## src/core/exec_alu.sv

```systemverilog
// package of shared constants, and the add and bit-operation datapath
package exec_pkg;
  // instruction word layout
  localparam int INSTR_W      = 14;
  localparam int FADDR_W      = 7;
  localparam int FILE_DEPTH   = 128;
  localparam int DEST_BIT     = 7;
  localparam int BIDX_LSB     = 7;
  localparam int BIDX_W       = 3;
  localparam logic [5:0] OP_ADD_ACC_TO_REG   = 6'h07;
  localparam logic [3:0] OP_CLEAR_REG_BIT    = 4'h4;
  localparam logic [3:0] OP_SET_REG_BIT      = 4'h5;
  localparam logic [3:0] OP_SKIP_IF_BIT_LOW  = 4'h6;
  // flag positions in the flags register
  localparam int FLAG_CARRY   = 0;
  localparam int FLAG_HALF    = 1;
  localparam int FLAG_ZERO    = 2;
  // avalon register map, byte addresses
  localparam int ADDR_W       = 10;
  localparam logic [9:0] REG_CTRL      = 10'h000;
  localparam logic [9:0] REG_ACC       = 10'h004;
  localparam logic [9:0] REG_FLAGS     = 10'h008;
  localparam logic [9:0] REG_EXEC_STAT = 10'h00C;
  localparam logic [9:0] REG_FILE_BASE = 10'h200;
  localparam int CTRL_RUN     = 0;
  // values after reset
  localparam logic [7:0] ACC_RESET     = 8'h00;
  localparam logic [2:0] FLAGS_RESET   = 3'h0;
  localparam logic       RUN_RESET     = 1'b0;
  localparam logic [7:0] FILE_RESET    = 8'h00;

  typedef enum logic [1:0] {
    OP_NONE,
    OP_ADD,
    OP_BITCLR,
    OP_BITSET
  } alu_op_t;
endpackage

`timescale 1ns/1ps
module exec_alu
  import exec_pkg::*;
(
  input  wire alu_op_t    op,         // operation to carry out
  input  wire logic [7:0] acc,        // accumulator operand
  input  wire logic [7:0] freg,       // file register operand
  input  wire logic [2:0] bit_idx,    // bit selected by bit operations
  output logic      [7:0] result,     // operation result
  output logic            carry,      // carry out of bit 7
  output logic            half_carry, // carry out of bit 3
  output logic            zero        // result is zero
);
  logic [8:0] sum;
  logic [4:0] low_sum;

  // a full adder and a low-nibble adder serve the add; bit ops only touch the selected bit
  always_comb begin
    sum        = {1'b0, acc} + {1'b0, freg};
    low_sum    = {1'b0, acc[3:0]} + {1'b0, freg[3:0]};
    carry      = sum[8];
    half_carry = low_sum[4];
    case (op)
      OP_ADD:    result = sum[7:0];
      OP_BITCLR: result = freg & ~(8'h01 << bit_idx);
      OP_BITSET: result = freg | (8'h01 << bit_idx);
      default:   result = freg;
    endcase
    zero = (result == 8'h00);
  end
endmodule

```

## src/core/bit_and_add_instruction_exec.sv

```systemverilog
// executes add, bit clear, bit set and bit-test-skip instructions
// Summary of operation
// - add accumulator and file register; update carry, half carry and zero
// - destination bit zero: result to accumulator, file register untouched
// - destination bit one: result back into the file register
// - clear selected bit of file register, flags untouched, one cycle
// - set selected bit of file register, flags untouched, one cycle
// - test selected bit; skip next instruction only if clear; no flags
// - on skip, discard the prefetched word and run an idle slot instead
// - test takes one cycle, two when skipping; add always one cycle
`timescale 1ns/1ps
module bit_and_add_instruction_exec
  import exec_pkg::*;
(
  input  wire logic               core_clk,         // core clock, 125 MHz
  input  wire logic               rst,              // synchronous reset, active high
  input  wire logic [INSTR_W-1:0] instr_word,       // instruction from program memory
  input  wire logic               instr_valid,      // instruction word present
  output logic                    instr_ready,      // core takes a word this cycle
  output logic                    retired,          // pulse: instruction executed
  output logic                    idle_slot,        // pulse: word discarded by a skip
  input  wire logic [ADDR_W-1:0]  avs_address,      // avalon byte address
  input  wire logic               avs_read,         // avalon read
  input  wire logic               avs_write,        // avalon write
  input  wire logic [3:0]         avs_byteenable,   // avalon byte lanes
  input  wire logic [31:0]        avs_writedata,    // avalon write data
  output logic      [31:0]        avs_readdata,     // avalon read data
  output logic                    avs_waitrequest   // avalon wait, low for one cycle
);
  logic [7:0]           acc;
  logic [2:0]           flags;
  logic                 run;
  logic                 skip_pending;
  logic [7:0]           file_mem [FILE_DEPTH];
  logic                 take;
  logic                 bus_ack;
  logic                 bus_wr;
  logic [FADDR_W-1:0]   faddr;
  logic [2:0]           bit_idx;
  logic                 to_reg;
  logic                 is_add;
  logic                 is_clr;
  logic                 is_set;
  logic                 is_tst;
  logic                 discard;
  logic                 exec_file_wr;
  logic                 next_ready;
  alu_op_t              op;
  logic [7:0]           freg;
  logic [7:0]           result;
  logic                 carry;
  logic                 half_carry;
  logic                 zero;

  // true when the address hits the file register window
  function automatic logic in_file_window(input logic [ADDR_W-1:0] a);
    return a[ADDR_W-1] && (a[1:0] == 2'b00);
  endfunction

  // file register index of a window address
  function automatic logic [FADDR_W-1:0] file_index(input logic [ADDR_W-1:0] a);
    return a[FADDR_W+1:2];
  endfunction

  // field split of the instruction word
  assign faddr   = instr_word[FADDR_W-1:0];
  assign bit_idx = instr_word[BIDX_LSB +: BIDX_W];
  assign to_reg  = instr_word[DEST_BIT];
  assign is_add  = (instr_word[13:8] == OP_ADD_ACC_TO_REG);
  assign is_clr  = (instr_word[13:10] == OP_CLEAR_REG_BIT);
  assign is_set  = (instr_word[13:10] == OP_SET_REG_BIT);
  assign is_tst  = (instr_word[13:10] == OP_SKIP_IF_BIT_LOW);

  // a word is consumed when offered and the core is ready for it
  assign take    = instr_valid && instr_ready;
  assign discard = take && skip_pending;
  assign freg    = file_mem[faddr];

  // bus acknowledge cycle is the one with waitrequest low
  assign bus_ack = (avs_read || avs_write) && !avs_waitrequest;
  assign bus_wr  = avs_write && !avs_waitrequest && avs_byteenable[0];

  // choose the datapath operation from the decoded word
  always_comb begin
    if (is_add) begin
      op = OP_ADD;
    end else if (is_clr) begin
      op = OP_BITCLR;
    end else if (is_set) begin
      op = OP_BITSET;
    end else begin
      op = OP_NONE;
    end
  end

  exec_alu u_alu (
    .op         (op),
    .acc        (acc),
    .freg       (freg),
    .bit_idx    (bit_idx),
    .result     (result),
    .carry      (carry),
    .half_carry (half_carry),
    .zero       (zero)
  );

  // file registers written by the executing instruction this cycle
  assign exec_file_wr = take && !skip_pending &&
                        ((is_add && to_reg) || is_clr || is_set);

  // stall the core in the bus acknowledge cycle so both never write at once
  assign next_ready = run && !((avs_read || avs_write) && avs_waitrequest);

  always_ff @(posedge core_clk) begin
    if (rst) begin
      instr_ready <= 1'b0;
    end else begin
      instr_ready <= next_ready;
    end
  end

  // accumulator: add with destination zero, or a bus write
  always_ff @(posedge core_clk) begin
    if (rst) begin
      acc <= ACC_RESET;
    end else if (take && !skip_pending && is_add && !to_reg) begin
      acc <= result;
    end else if (bus_wr && avs_address == REG_ACC) begin
      acc <= avs_writedata[7:0];
    end
  end

  // flags change only on the add or a bus write; bit ops and the test leave them alone
  always_ff @(posedge core_clk) begin
    if (rst) begin
      flags <= FLAGS_RESET;
    end else if (take && !skip_pending && is_add) begin
      flags[FLAG_CARRY] <= carry;
      flags[FLAG_HALF]  <= half_carry;
      flags[FLAG_ZERO]  <= zero;
    end else if (bus_wr && avs_address == REG_FLAGS) begin
      flags <= avs_writedata[2:0];
    end
  end

  // file register array; the execution path and the bus never share a cycle
  always_ff @(posedge core_clk) begin
    if (rst) begin
      for (int i = 0; i < FILE_DEPTH; i++) begin
        file_mem[i] <= FILE_RESET;
      end
    end else if (exec_file_wr) begin
      file_mem[faddr] <= result;
    end else if (bus_wr && in_file_window(avs_address)) begin
      file_mem[file_index(avs_address)] <= avs_writedata[7:0];
    end
  end

  // skip state: the test arms it, the next taken word is dropped
  always_ff @(posedge core_clk) begin
    if (rst) begin
      skip_pending <= 1'b0;
    end else if (discard) begin
      skip_pending <= 1'b0;
    end else if (take && is_tst) begin
      skip_pending <= !freg[bit_idx];
    end
  end

  // completion pulses; a discarded word counts as the idle second cycle
  always_ff @(posedge core_clk) begin
    if (rst) begin
      retired   <= 1'b0;
      idle_slot <= 1'b0;
    end else begin
      retired   <= take && !skip_pending;
      idle_slot <= discard;
    end
  end

  // run control; clearing it freezes fetch but keeps a pending skip armed
  always_ff @(posedge core_clk) begin
    if (rst) begin
      run <= RUN_RESET;
    end else if (bus_wr && avs_address == REG_CTRL) begin
      run <= avs_writedata[CTRL_RUN];
    end
  end

  // waitrequest drops for exactly one cycle per request
  always_ff @(posedge core_clk) begin
    if (rst) begin
      avs_waitrequest <= 1'b1;
    end else if (bus_ack) begin
      avs_waitrequest <= 1'b1;
    end else begin
      avs_waitrequest <= !(avs_read || avs_write);
    end
  end

  // read data captured while waitrequest is high; unmapped reads give zero
  always_ff @(posedge core_clk) begin
    if (rst) begin
      avs_readdata <= 32'h00000000;
    end else if (avs_read && avs_waitrequest) begin
      if (avs_address == REG_CTRL) begin
        avs_readdata <= {31'h00000000, run};
      end else if (avs_address == REG_ACC) begin
        avs_readdata <= {24'h000000, acc};
      end else if (avs_address == REG_FLAGS) begin
        avs_readdata <= {29'h00000000, flags};
      end else if (avs_address == REG_EXEC_STAT) begin
        avs_readdata <= {30'h00000000, instr_ready, skip_pending};
      end else if (in_file_window(avs_address)) begin
        avs_readdata <= {24'h000000, file_mem[file_index(avs_address)]};
      end else begin
        avs_readdata <= 32'h00000000;
      end
    end
  end
endmodule

```

## config.mk

```make
export PLATFORM = sky130hd
export DESIGN_NAME = bit_and_add_instruction_exec
export DESIGN_NICKNAME = d
export VERILOG_FILES = /design/src/core/exec_alu.sv /design/src/core/bit_and_add_instruction_exec.sv
export SDC_FILE = /design/constraint.sdc
export NUM_CORES = 2
export LEC_CHECK = 0
export BUFFER_PORTS_ARGS = -buffer_cell sky130_fd_sc_hd__buf_2
export CAP_MARGIN = 20
export CORE_MARGIN = 1.5
export CORE_UTILIZATION = 45
export DETAILED_ROUTE_END_ITERATION = 10
export PLACE_DENSITY_LB_ADDON = 0.3
export SETUP_SLACK_MARGIN = 0.5
export SLEW_MARGIN = 20
export SYNTH_ARGS = -nofsm -noshare
export SYNTH_HDL_FRONTEND = slang
export SYNTH_SLANG_ARGS = --single-unit
```

## constraint.sdc

```tcl
create_clock -name core_clk -period 5.9 [get_ports core_clk]
set_input_delay 1.475 -clock core_clk [delete_from_list [all_inputs] [get_ports core_clk]]
set_output_delay 1.475 -clock core_clk [all_outputs]
set_load 0.01 [all_outputs]
```

==> reports/summary.txt <==
Status: completed
Share of cells above drive strength 1: 0.308
Max incr delay on CP: 0.60 ns
Post-layout util: 0.540
GR Overflow Total: 0
Die area: 125000 sq um
Ys flop type: edfxtp_1
Fillers: 10000
Cell Area, Synth: 55500 sq um
GP Congestion: 1.01
Final wirelength: 198000 um
Critical path required time: 6.38 ns
Critical Path Fanout Max: 8
Count of max-cap constraint violations: 0
Final Hold Violating Endpoints: 0
Nets: 4502
Endpoint class of the critical path: register
Worst Tran Pin Value: 1.06 ns
Hpwl dp: 138000 um
CTS tree: done
Starting Density: 0.455
Sequential area share after synthesis: 0.563
Number of synthesized flops with an enable pin: 1024
Synth area leader: edfxtp_1
Instance count of the mapped netlist: 4016
Largest net degree at the start of global routing: 81
Vias per inst: 6.50
Setup ws final: 0.410 ns
Commonest non-fill, non-tap cell in the layout: nor2_1
Slowest CP cell: o211ai_1
CTS clock-pin slew for the worst setup and hold paths: 0.06 ns
Share of the synthesized area in the top cell type: 0.554
Yosys reg bits: 1049
Core box area: 122000 sq um
Die width: 354 um
RSZ-0062 raised after global routing: true
Syn_area_per_cell: 13.8 sq um
Io pins: 101
Fin. max-slew vios: 0
DR iter-0 viols: 6358
Wirelength per Cell: 32.3 um
CP delay by family, top: compound AO/OA/AOI/OAI gates
Vias in the first global route: 38300
Cell Pwr Density: 283 nW/um^2
Static Leak: 24.0 nW
Setup Skew: 0.0329 ns
F_max: 182 MHz
Fin crit share: 0.930
Most frequent cells in the layout: 1089 x nor2_1, 1024 x edfxtp_1, 516 x mux4_2
All-Layer GR Usage: 0.304
TNS Setup: 0 ns
Min Tclk post-route: 5.49 ns
First-pass GRT wire length: 273000 um
Port Buf Inserts: 49
Worst hold path class: register to register
Crit path arrival time: 5.97 ns
Die height: 354 um
Yosys warning count: 0
Clk sinks: 1049
Num CTS Buffers: 108
Rel. slew slack: 0.296
Peak VDD IR: 0.000250 V
Root Driver: clkbuf_16
Residual DRC: 0
Num rows: 128
Synth-to-Final Area Change: 18.8%
Clock Latency Late Sink: 0.73 ns
CTS Hold Bufs: 0
Worst Path Buf+Inv: 8
DP Worst Slack: -0.472 ns
Distinct cells, synth: 69
Critical path start-end classification: primary input to register
Post-DRT Antenna Nets: 0
Drt pass-1 iters: 8
Startpoint Class: primary input
Final setup viols: 0
CTS Buffer Depth: 3
Htree depth: 3
Area contributors post-synth: edfxtp_1 55%, mux4_2 21%, nor2_1 7.5%
Critical-path cell list: buf_16 > buf_16 > buf_12 > buf_12 > mux4_2 > mux2i_1 > o211ai_1 > o41ai_2 > nor3_2 > ha_1 > a21o_1 > a21oi_2 > o21bai_1 > a21oi_2 > o21ai_2 > xnor2_1 > o21ai_1 > buf_4 > mux2i_4 > buf_12 > buf_16 > clkbuf_16 > nor2_1
Post-synthesis async set-or-reset flop share: 0
Initial antenna violation count: 15
DR vias: 39900
## registers in the layout, indices dropped and copies added (netlist names)
signal and flops:
flags 3, avs_readdata 8, run 1, avs_waitrequest 1, skip_pending 1, idle_slot 1, instr_ready 1, acc 8
file_mem 1024, retired 1
## path summary, 6_finish.rpt
kind	from	endpoint	slack [ns]	cells after the start
worst min register to register	avs_readdata[5]	avs_readdata[5]	0.49	2
worst max-delay path	instr_word[0]	file_mem[24][7]	0.41	23
worst max register to register	file_mem[80][0]	file_mem[22][6]	1.25	20
worst min-delay path	avs_readdata[5]	avs_readdata[5]	0.49	2
## cell usage after synthesis (6+ instances only)
| library cell | number |
|---|---|
| a2111oi_0 | 7 |
| a211oi_1 | 16 |
| a21oi_1 | 37 |
| a221oi_1 | 10 |
| a22o_1 | 12 |
| a22oi_1 | 73 |
| a31oi_1 | 13 |
| and2_1 | 6 |
| and3_1 | 11 |
| buf_1 | 38 |
| buf_2 | 93 |
| buf_4 | 69 |
| buf_6 | 43 |
| clkbuf_1 | 117 |
| dfxtp_1 | 25 |
| edfxtp_1 | 1024 |
| ha_1 | 8 |
| inv_1 | 7 |
| mux2_2 | 7 |
| mux2i_1 | 210 |
| mux4_2 | 516 |
| nand2_1 | 326 |
| nand2b_1 | 15 |
| nand3_1 | 40 |
| nand3b_1 | 6 |
| nand4_1 | 13 |
| nor2_1 | 1105 |
| nor2b_1 | 19 |
| nor3_1 | 19 |
| nor3b_1 | 7 |
| o211ai_1 | 6 |
| o21ai_0 | 30 |
| o22ai_1 | 16 |
## final cells by class
cell class	count	area (sq um)	area share
diodes	6	15.0	0.000228
clock buffers	130	2830	0.0429
clock inverters	67	651	0.00987
inverters	9	38.8	0.000589
multi-input cells	2619	22600	0.343
flip-flops and latches	1049	31300	0.474
well taps	1625	2030	0.0309
repair buffers	641	6480	0.0983
## worst min-delay path, delay by kind of cell, from the launching register on
kind | cells | cell delay [ns]
flip-flops | 1 | 0.31
AND/OR/NAND/NOR | 2 | 0.14
## stage by stage
step | cell area (sq um) | cells | hold WS, ns | total power, mW
6_report | 65900 | 6146 | 0.491 | 18.7
5_1_grt | 65900 | 6140 | 0.523 | 19.0
4_1_cts | 64700 | 6088 | 0.492 | 18.3
3_5_place_dp | 61000 | 5887 | 0.480 | 11.5
3_3_place_gp | 61000 | 5887 | 0.472 | 11.5
2_1_floorplan | 55700 | 4039 | 0.459 | 10.2
## cell families after synthesis
group | after synthesis | synth area share
AOI/OAI and AO/OA | 260 | 0.0330
xor gates and xnor gates | 6 | 0.000947
muxes | 733 | 0.249
and+or+nand+nor | 1587 | 0.114
adders and majority gates | 9 | 0.00217
other | 1 | 0.0000676
DFF | 1049 | 0.563
buffers and inverters | 371 | 0.0379
## power by group
part	internal (mW)	switching, mW
registers	8.40	0.124
logic	1.31	1.91
clock network	3.92	3.00
total	13.6	5.03
## metal layers
metal | routed length (um) | up-vias | global-route usage
met5 | 205 | - | 0
met4 | 13200 | 20 | 0.163
met3 | 26000 | 629 | 0.0847
met2 | 89800 | 2865 | 0.467
met1 | 69200 | 20300 | 0.395
li1 | - | 16200 | -
## timing repair
action                     4_1_cts  5_1_grt
setup endpoints to repair      502      510
gates cloned                     3       25
pin swaps                        4       27
resized for setup               17       89
setup buffers                    1       27
(Power assumes the default switching activity.)
